`src/design/ems_pkg.sv`:
```
// Notes on behaviour
// - control bit 0: shared pin is memory output enable, active low.
// - control bit 1: shared pin flags access pending while bus is given away.
// - active-low write strobe controls writes into external memory.
// - address strobe low only while a valid address is driven.
// - read: data strobe tells memory it may now drive the data bus.
// - write: data strobe low only while write data is valid on the bus.
// - cycle initiate pulses low at the start of every transaction.
// - direction output high for read, low for write.
// - transaction completes only after ready input is sampled low.
// - bus request low: address, data and control outputs released.
// - grant acknowledge low only after all lines are released; code keeps byte selects and the pending-mode shared pin driven.
// - four active-low byte selects, one per byte lane 0 to 3.
package ems_pkg;
	typedef enum logic [2:0] {
		EMS_IDLE,
		EMS_ADDR,
		EMS_DATA,
		EMS_FLOAT,
		EMS_GRANT
	} ems_phase_type;

	localparam logic EMS_PIN_IDLE = 1'h1;
	localparam logic EMS_PIN_ACT  = 1'h0;
	localparam logic EMS_OE_OFF   = 1'h0;
	localparam logic EMS_OE_ON    = 1'h1;
	localparam logic EMS_RW_READ  = 1'h1;
	localparam logic EMS_RW_WRITE = 1'h0;
	localparam logic EMS_MODE_OE  = 1'h0;
	localparam int   EMS_LANES    = 4;
	localparam int   EMS_DATA_W   = 32;
	localparam int   EMS_ADDR_W   = 24;

	function automatic logic ems_owns_bus(input ems_phase_type ph);
		return !(ph == EMS_FLOAT || ph == EMS_GRANT);
	endfunction : ems_owns_bus

	function automatic logic ems_in_xfer(input ems_phase_type ph);
		return ph == EMS_ADDR || ph == EMS_DATA;
	endfunction : ems_in_xfer
endpackage : ems_pkg

```
`src/design/ems_strobe_gen.sv`:
```
`timescale 1ns/1ns
module ems_strobe_gen
	import ems_pkg::*;
(
	input  wire logic          sys_clk,
	input  wire logic          arst_n,
	input  wire ems_phase_type phase_d,
	input  wire logic          write_d,
	input  wire logic          pending_d,
	input  wire logic          oe_pin_mode,
	output logic               cycle_initiate_n,
	output logic               addr_strobe_n,
	output logic               data_strobe_n,
	output logic               mem_write_strobe_n,
	output logic               read_not_write,
	output logic               ctrl_oe,
	output logic               mem_oe_pend_n,
	output logic               mem_oe_pend_oe,
	output logic               bus_grant_ack_n
);
	typedef struct packed {
		logic cyc;
		logic as;
		logic ds;
		logic mw;
		logic rw;
		logic coe;
		logic pin;
		logic pin_oe;
		logic ack;
	} ems_strobe_type;

	ems_strobe_type q;
	ems_strobe_type d;
	logic           mem_output_enable_n;
	logic           ext_access_pending_n;

	always_comb begin
		mem_output_enable_n  = !(phase_d == EMS_DATA && !write_d);
		ext_access_pending_n = !pending_d;
		d     = q;
		d.cyc = !(phase_d == EMS_ADDR);
		d.as  = !ems_in_xfer(phase_d);
		d.ds  = !(phase_d == EMS_DATA);
		d.mw  = !(phase_d == EMS_DATA && write_d);
		if (ems_in_xfer(phase_d)) begin
			d.rw = write_d ? EMS_RW_WRITE : EMS_RW_READ;
		end
		d.coe = ems_owns_bus(phase_d) ? EMS_OE_ON : EMS_OE_OFF;
		d.ack = (phase_d == EMS_GRANT) ? EMS_PIN_ACT : EMS_PIN_IDLE;
		// pending flag must drive even while the bus is given away
		if (oe_pin_mode == EMS_MODE_OE) begin
			d.pin    = mem_output_enable_n;
			d.pin_oe = d.coe;
		end else begin
			d.pin    = ext_access_pending_n;
			d.pin_oe = EMS_OE_ON;
		end
	end

	always_ff @(posedge sys_clk or negedge arst_n) begin
		if (!arst_n) begin
			q <= '{EMS_PIN_IDLE, EMS_PIN_IDLE, EMS_PIN_IDLE, EMS_PIN_IDLE,
				EMS_RW_READ, EMS_OE_ON, EMS_PIN_IDLE, EMS_OE_ON,
				EMS_PIN_IDLE};
		end else begin
			q <= d;
		end
	end

	assign cycle_initiate_n   = q.cyc;
	assign addr_strobe_n      = q.as;
	assign data_strobe_n      = q.ds;
	assign mem_write_strobe_n = q.mw;
	assign read_not_write     = q.rw;
	assign ctrl_oe            = q.coe;
	assign mem_oe_pend_n      = q.pin;
	assign mem_oe_pend_oe     = q.pin_oe;
	assign bus_grant_ack_n    = q.ack;
endmodule : ems_strobe_gen

```
`src/design/ems_data_path.sv`:
```
`timescale 1ns/1ns
module ems_data_path
	import ems_pkg::*;
#(
	parameter int ADDR_W = EMS_ADDR_W,
	parameter int DATA_W = EMS_DATA_W
) (
	input  wire logic                sys_clk,
	input  wire logic                arst_n,
	input  wire ems_phase_type       phase_d,
	input  wire logic                write_d,
	input  wire logic                load,
	input  wire logic                capture,
	input  wire logic [ADDR_W-1:0]   req_addr,
	input  wire logic [DATA_W-1:0]   req_wdata,
	input  wire logic [DATA_W/8-1:0] req_byte_en,
	input  wire logic [DATA_W-1:0]   mem_data_in,
	output logic [ADDR_W-1:0]        mem_addr,
	output logic                     mem_addr_oe,
	output logic [DATA_W-1:0]        mem_data_out,
	output logic                     mem_data_oe,
	output logic [DATA_W/8-1:0]      byte_select_n,
	output logic [DATA_W-1:0]        rsp_rdata
);
	typedef struct packed {
		logic [ADDR_W-1:0]   addr;
		logic                aoe;
		logic [DATA_W-1:0]   wdata;
		logic                doe;
		logic [DATA_W/8-1:0] bsel_n;
		logic [DATA_W-1:0]   rdata;
	} ems_path_type;

	ems_path_type q;
	ems_path_type d;

	always_comb begin
		d     = q;
		d.aoe = ems_owns_bus(phase_d) ? EMS_OE_ON : EMS_OE_OFF;
		d.doe = (write_d && ems_in_xfer(phase_d)) ? EMS_OE_ON
			: EMS_OE_OFF;
		if (load) begin
			d.addr   = req_addr;
			d.wdata  = req_wdata;
			d.bsel_n = ~req_byte_en;
		end else if (!ems_in_xfer(phase_d)) begin
			d.bsel_n = '1;
		end
		if (capture) begin
			d.rdata = mem_data_in;
		end
	end

	always_ff @(posedge sys_clk or negedge arst_n) begin
		if (!arst_n) begin
			q <= '{'0, EMS_OE_ON, '0, EMS_OE_OFF, '1, '0};
		end else begin
			q <= d;
		end
	end

	assign mem_addr      = q.addr;
	assign mem_addr_oe   = q.aoe;
	assign mem_data_out  = q.wdata;
	assign mem_data_oe   = q.doe;
	assign byte_select_n = q.bsel_n;
	assign rsp_rdata     = q.rdata;
endmodule : ems_data_path

```
`src/design/ems_bus_interface.sv`:
```
`timescale 1ns/1ns
module ems_bus_interface
	import ems_pkg::*;
#(
	parameter int ADDR_W = EMS_ADDR_W,
	parameter int DATA_W = EMS_DATA_W
) (
	input  wire logic                sys_clk,
	input  wire logic                arst_n,
	input  wire logic                req_valid,
	output logic                     req_ready,
	input  wire logic                req_write,
	input  wire logic [ADDR_W-1:0]   req_addr,
	input  wire logic [DATA_W-1:0]   req_wdata,
	input  wire logic [DATA_W/8-1:0] req_byte_en,
	output logic                     rsp_valid,
	output logic [DATA_W-1:0]        rsp_rdata,
	input  wire logic                oe_pin_mode,
	output logic [ADDR_W-1:0]        mem_addr,
	output logic                     mem_addr_oe,
	output logic [DATA_W-1:0]        mem_data_out,
	output logic                     mem_data_oe,
	input  wire logic [DATA_W-1:0]   mem_data_in,
	output logic [DATA_W/8-1:0]      byte_select_n,
	output logic                     cycle_initiate_n,
	output logic                     addr_strobe_n,
	output logic                     data_strobe_n,
	output logic                     mem_write_strobe_n,
	output logic                     read_not_write,
	output logic                     ctrl_oe,
	output logic                     mem_oe_pend_n,
	output logic                     mem_oe_pend_oe,
	input  wire logic                sync_ready_n,
	input  wire logic                bus_request_n,
	output logic                     bus_grant_ack_n
);
	typedef struct packed {
		ems_phase_type phase;
		logic          write;
		logic          ready;
		logic          rsp;
	} ems_ctrl_type;

	ems_ctrl_type q;
	ems_ctrl_type d;
	logic         take;
	logic         done;
	logic         pending;

	always_comb begin
		take    = req_valid && q.ready;
		done    = (q.phase == EMS_DATA) && !sync_ready_n;
		pending = 1'b0;
		d       = q;
		d.rsp   = done;
		case (q.phase)
			EMS_IDLE: begin
				// a request taken in the same cycle as a bus request wins
				if (take) begin
					d.phase = EMS_ADDR;
					d.write = req_write;
				end else if (!bus_request_n) begin
					d.phase = EMS_FLOAT;
				end
			end
			EMS_ADDR: begin
				d.phase = EMS_DATA;
			end
			EMS_DATA: begin
				// stays here with all pins frozen until ready is seen
				if (done) begin
					d.phase = EMS_IDLE;
				end
			end
			EMS_FLOAT: begin
				// outputs are already off; grant goes out one cycle later
				if (bus_request_n) begin
					d.phase = EMS_IDLE;
				end else begin
					d.phase = EMS_GRANT;
				end
			end
			EMS_GRANT: begin
				// memory belongs to the other master until its request drops
				if (bus_request_n) begin
					d.phase = EMS_IDLE;
				end
			end
			default: begin
				d.phase = EMS_IDLE;
			end
		endcase
		if (!ems_owns_bus(d.phase)) begin
			pending = req_valid;
		end
		d.ready = (d.phase == EMS_IDLE);
	end

	always_ff @(posedge sys_clk or negedge arst_n) begin
		if (!arst_n) begin
			q <= '{EMS_IDLE, 1'h0, 1'h0, 1'h0};
		end else begin
			q <= d;
		end
	end

	assign req_ready = q.ready;
	assign rsp_valid = q.rsp;

	ems_strobe_gen u_strobe (
		.sys_clk            (sys_clk),
		.arst_n             (arst_n),
		.phase_d            (d.phase),
		.write_d            (d.write),
		.pending_d          (pending),
		.oe_pin_mode        (oe_pin_mode),
		.cycle_initiate_n   (cycle_initiate_n),
		.addr_strobe_n      (addr_strobe_n),
		.data_strobe_n      (data_strobe_n),
		.mem_write_strobe_n (mem_write_strobe_n),
		.read_not_write     (read_not_write),
		.ctrl_oe            (ctrl_oe),
		.mem_oe_pend_n      (mem_oe_pend_n),
		.mem_oe_pend_oe     (mem_oe_pend_oe),
		.bus_grant_ack_n    (bus_grant_ack_n)
	);

	ems_data_path #(
		.ADDR_W (ADDR_W),
		.DATA_W (DATA_W)
	) u_path (
		.sys_clk       (sys_clk),
		.arst_n        (arst_n),
		.phase_d       (d.phase),
		.write_d       (d.write),
		.load          (take),
		.capture       (done && !q.write),
		.req_addr      (req_addr),
		.req_wdata     (req_wdata),
		.req_byte_en   (req_byte_en),
		.mem_data_in   (mem_data_in),
		.mem_addr      (mem_addr),
		.mem_addr_oe   (mem_addr_oe),
		.mem_data_out  (mem_data_out),
		.mem_data_oe   (mem_data_oe),
		.byte_select_n (byte_select_n),
		.rsp_rdata     (rsp_rdata)
	);
endmodule : ems_bus_interface

```
`config.mk`:
```
export PLATFORM = sky130hd
export DESIGN_NAME = ems_bus_interface
export DESIGN_NICKNAME = d
export VERILOG_FILES = /design/src/design/ems_pkg.sv /design/src/design/ems_strobe_gen.sv /design/src/design/ems_data_path.sv /design/src/design/ems_bus_interface.sv
export SDC_FILE = /design/constraint.sdc
export NUM_CORES = 1
export LEC_CHECK = 0
export BUFFER_PORTS_ARGS = -buffer_cell sky130_fd_sc_hd__buf_2
export CORE_UTILIZATION = 25
export CTS_BUF_LIST = sky130_fd_sc_hd__clkbuf_2
export DETAILED_ROUTE_END_ITERATION = 6
export GPL_TIMING_DRIVEN = 0
export SKIP_LAST_GASP = 1
export SLEW_MARGIN = 0
export SYNTH_ARGS = -nofsm -noshare
export SYNTH_HDL_FRONTEND = slang
export SYNTH_SLANG_ARGS = --single-unit
```
`constraint.sdc`:
```
create_clock -name sys_clk -period 1.6 [get_ports sys_clk]
set_input_delay 0.24 -clock sys_clk [delete_from_list [all_inputs] [get_ports sys_clk]]
set_output_delay 0.24 -clock sys_clk [all_outputs]
set_load 0.02 [all_outputs]
```
Word-level counts from Yosys, hierarchy flattened
Cells that the tools add are included.
- add/sub/neg operators: 0
- multiply operators: 0
- div/mod/pow operators: 0
- magnitude comparators: 0
- equality and inequality tests: 9
- shift-type cells: 0
- mux-type cells: 16
- bitwise gates (word level): 1
- reduce and logical (&&, ||, !) cells: 19
- operator list (cell ; number):
    2-to-1 mux 3 bit ; 5
    one-hot mux 3 bit (5 select lines) ; 1
    equality test 3 x 2 -> 1 bit (second input constant) ; 4
    logical NOT 1 bit ; 9
    2-to-1 mux 4 bit ; 2
    2-to-1 mux 1 bit ; 7
    equality test 3 x 1 -> 1 bit (second input constant) ; 2
    equality test 3 bit (second input constant) ; 2
    logical AND 1 bit ; 6
    logical NOT 3 bit ; 2
    NOT 4 bit ; 1
    logical OR 1 bit ; 2
    2-to-1 mux 2 bit ; 1
    != test 2 bit (second input constant) ; 1
- register bits after elaboration: 108
- latch bits: 0
- RAM bits: 0
- memory bits (read-only): 0
- bits of input ports: 99
- output and inout bits: 105
- logic and storage cells: 63
- memories: 0

Longest topological paths before layout
- word-level depth: 9
- depth in mapped cells: 6
- mapped depth without buffers: 4

By module
Synthesis repeated with hierarchy kept, for this count alone.
- cells, all modules: 261
- area total of the unflattened synthesis: 4470.5 µm²
- by module, submodules not included (module ; instances ; cells each ; area an instance (µm²) ; sequential area each (µm²)):
    ems_data_path ; 1 ; 206 ; 3812.4 ; 2358.5
    ems_bus_interface ; 1 ; 31 ; 331.6 ; 150.1
    ems_strobe_gen ; 1 ; 24 ; 326.6 ; 236.5

Least setup slack after synthesis
Ideal clock, no wire load.
- path kind: flip-flop to flip-flop
- start point: register q[3] (netlist name)
- end point: register u_path.q, in the netlist u_path.rsp_rdata[10]
- library setup time: 0.125 ns
- arrival time: 1.457 ns
- data required time: 1.475 ns
- setup slack: 0.018 ns
- stages on the path, launching flop included: 7
- path buffers: 3
- clock period less this slack: 1.582 ns
- cell sequence: dfrtp_1 buf_6 nor4b_4 and2_4 buf_12 buf_12 mux2_4
- RTL lines (item ; RTL line ; text):
    start: declaration ; ems_bus_interface.sv:44 ; ems_ctrl_type q;
    start signal: assignment ; ems_bus_interface.sv:101 ; q <= '{EMS_IDLE, 1'h0, 1'h0, 1'h0};
    end signal: assignment ; ems_data_path.sv:56 ; q <= '{'0, EMS_OE_ON, '0, EMS_OE_OFF, '1, '0};
    end: declaration ; ems_data_path.sv:34 ; ems_path_type q;

==> summary.md <==
| Metric | Value |
|---|---|
| Outcome | `finished with violations` |
| Failing checks | `negative setup slack` |
| RSZ-0062 raised after global routing | `true` |
| Reg2reg setup slack | `-70 ps` |
| Layout Skew | `35.63 ps` |
| Minimum clock period | `1668 ps` |
| Reg-to-Reg End | `u_path.rsp_rdata[20]` |
| Syn Nets | `471` |
| Initial antenna violation count | `0` |
| Crit path buf inv count | `2` |
| P&R area growth vs syn | `62.64%` |
| Final period util | `1.043` |
| Syn_area_per_cell | `11.47 um^2` |
| Crit. End Element | `flip-flop` |
| Clk network pwr share | `0.104` |
| Num rows | `47` |
| Initial Utilization | `0.2564` |
| Vias in the first global route | `4031` |
| Die width | `132.6 um` |
| Max frequency | `0.5994 GHz` |
| Hold slack | `183.6 ps` |
| Slew margin rel. | `0.5345` |
| Worst path required time | `2090 ps` |
| Largest net degree at the start of global routing | `59` |
| Peak VDD IR | `0.8466 mV` |
| Post-Syn Instances | `372` |
| Setup ws final | `-68.30 ps` |
| Clock Sinks | `108` |
| Final setup vio count | `27` |
| Die height | `132.6 um` |
| Seq. cell area | `2723 um^2` |
| Most frequent cells in the layout | `buf_2, nand2_1, dlygate4sd3_1, dfrtp_1, mux2_4` |
| Ys Warns | `0` |
| WL final | `12670 um` |
| Initial DRC count | `115` |
| Count of input and output buffers | `203` |
| Drt wl/cell | `13.80 um` |
| Slew @ Worst Pin | `698.2 ps` |
| Cell family with most CP delay | `simple AND/OR/NAND/NOR gates` |
| Vias | `3763` |
| Number of nets with antenna violations after routing | `0` |
| Synth top area share | `0.5572` |
| Worst r2r src | `q[3]` |
| Total CTS buffers | `9` |
| Flop pwr share | `0.387` |
| Comb pwr share | `0.509` |
| Multi-input gate area | `1406 um^2` |
| CP arrival | `2160 ps` |
| Root Driver | `clkbuf_2` |
| Seq/Total Area, Yosys | `0.6372` |
| Max clock buf depth | `2` |
| Layout cells sized above 1 | `0.4312` |
| Routability Congestion | `0.7178` |
| Fill cells | `1554` |
| Hold crit path type | `input pin to asynchronous set/reset pin` |
| Drt drc | `0` |
| Sw frac | `0.4198` |
| Peak per-stage delay on the critical path | `490 ps` |
| Netlist cell types | `34` |
| Gr ovfl total | `0` |
| Tot GR Track Use | `0.1477` |
| Pwr dens | `1775 nW/um^2` |
| Worst-path clk slew | `310 ps` |
| Critical path cell sequence | `nor4b_4, and2_4, buf_12, clkbuf_16, mux2_4` |
| Final Hold Viols | `0` |
| Yosys top cell by area | `dfrtp_1` |
| N_diodes | `0` |
| I/O pin total | `204` |
| Switching power of the nets | `5.170 mW` |
| Static Leak | `3.608 nW` |
| TritonRoute pass-1 iters | `4` |
| Core Box Area | `16640 um^2` |
| Most common cell after layout, fill and taps aside | `buf_2` |
| Flops & latches, synth | `108` |
| Max cap viols | `0` |
| Crit Path Class | `flip-flop to flip-flop` |
| H-tree depth | `3` |
| DR vias/cell | `4.099` |
| Post-Place Setup Slack | `-325.4 ps` |
| Largest cells by area after synthesis | `dfrtp_1, nand2_1, mux2_4` |
| Slowest CP cell | `dfrtp_1` |
| First-pass GRT wire length | `20290 um` |
| CP Launch Type | `flip-flop` |
| Die area | `17590 um^2` |
| CP Max Fanout | `7` |
| Pwr Total | `12.32 mW` |
| Clk_lat worst skew | `590 ps` |
| Internal | `7.146 mW` |
| Nets | `793` |
| FF-to-FF path depth | `5` |
| Syn Std Cell Area | `4267 um^2` |
| Hpwl dp | `7834 um` |
| Clock tree from TritonCTS | `built` |
| Max Slew Vio Count | `0` |
## repair_timing
item / 4_1_cts / 5_1_grt
endpoints found under the hold margin: 154 / 0
gates resized for setup: 37 / 14
setup endpoints to repair: 72 / 91
hold buffers: 98 / 0
pin swaps: 3 / 4
buffers inserted: 7 / 1
gates cloned: 1 / 2
## cell usage after synthesis
| cell type | instances |
|---|---|
| nand2_1 | 170 |
| dfrtp_1 | 95 |
| mux2_4 | 30 |
| dfstp_2 | 13 |
| clkbuf_1 | 8 |
| inv_1 | 6 |
| nor2_1 | 6 |
| a21oi_1 | 4 |
| a22oi_1 | 4 |
| buf_1 | 4 |
| buf_12 | 4 |
| mux2_2 | 3 |
| nand3b_1 | 3 |
| a21o_1 | 2 |
| a211oi_1 | 1 |
| a21oi_2 | 1 |
| a2bb2oi_1 | 1 |
| a31oi_1 | 1 |
| and2_1 | 1 |
| and2_4 | 1 |
| buf_2 | 1 |
| buf_4 | 1 |
| buf_6 | 1 |
| nand2b_1 | 1 |
| nor3_1 | 1 |
| nor4b_4 | 1 |
| o21ai_0 | 1 |
| o221ai_1 | 1 |
| o31ai_1 | 1 |
| o32a_1 | 1 |
| or2_2 | 1 |
| or3_1 | 1 |
| or3_2 | 1 |
| or3_4 | 1 |
## power groups by stage
stage          Sequential (mW)  Clock [mW]  Combinational (mW)
2_1_floorplan             6.30           0                2.13
3_3_place_gp              4.72           0                5.63
3_5_place_dp              4.75           0                5.68
4_1_cts                   4.72        1.39                6.21
5_1_grt                   4.94        1.46                6.75
6_report                  4.77        1.28                6.27
## stage by stage
stage / std cells / area (um^2) / util / TNS [ps]
finish: 918 / 6939 / 0.4170 / -1019
floorplan: 372 / 4267 / - / 0
detailed placement: 796 / 5588 / 0.3358 / -7484
global placement: 795 / 5558 / 0.3340 / -109340
CTS: 917 / 6879 / 0.4134 / -2434
global route: 918 / 6939 / 0.4170 / -4116
## worst max path at each step
stage / startpoint / end / slack [ps] / cells after the start
finish: q[3] / u_path.rsp_rdata[20] / -70 / 5
global route: q[3] / u_path.rsp_rdata[29] / -130 / 5
CTS: u_strobe.ctrl_oe / mem_addr_oe / -120 / 2
detailed placement: req_ready / q[3] / -330 / 4
global placement: arst_n / u_path.mem_data_out[20] / -1040 / 1
floorplan: q[3] / u_path.rsp_rdata[10] / 20 / 6
## cell type report
| type | count | share of cell area |
|---|---|---|
| inverters | 6 | 0.003246 |
| plain buffers | 17 | 0.01929 |
| clock inverters | 6 | 0.009376 |
| clock buffers | 9 | 0.006491 |
| flip-flops and latches | 108 | 0.3924 |
| repair buffers | 313 | 0.3269 |
| multi-input cells | 239 | 0.2027 |
| well taps | 220 | 0.03967 |
## state kept, by name (all words and copies together) (netlist names), 4 cells and up
signal,flops
u_path.mem_data_out,32
u_path.rsp_rdata,32
u_path.mem_addr,24
q,4
u_path.byte_select_n,4
## logic make-up (layout without fill, tap and decap cells)
| kind of cell | Yosys count | after routing | share of synthesized area |
|---|---|---|---|
| AND/OR/NAND/NOR | 188 | 188 | 0.1792 |
| flip-flops | 108 | 108 | 0.6372 |
| multiplexers | 33 | 33 | 0.1135 |
| buffers and inverters | 25 | 351 | 0.04017 |
| AO/OA/AOI/OAI | 18 | 18 | 0.02991 |
## layer usage
layer	vias up	track usage	part of all wire
met2	148	0.2637	0.50
met4	0	0.06513	0.023
li1	1828	-	-
met1	1767	0.1672	0.42
met3	20	0.03487	0.055
met5	-	0	0
Note: power is estimated with default switching activity, not from simulation.
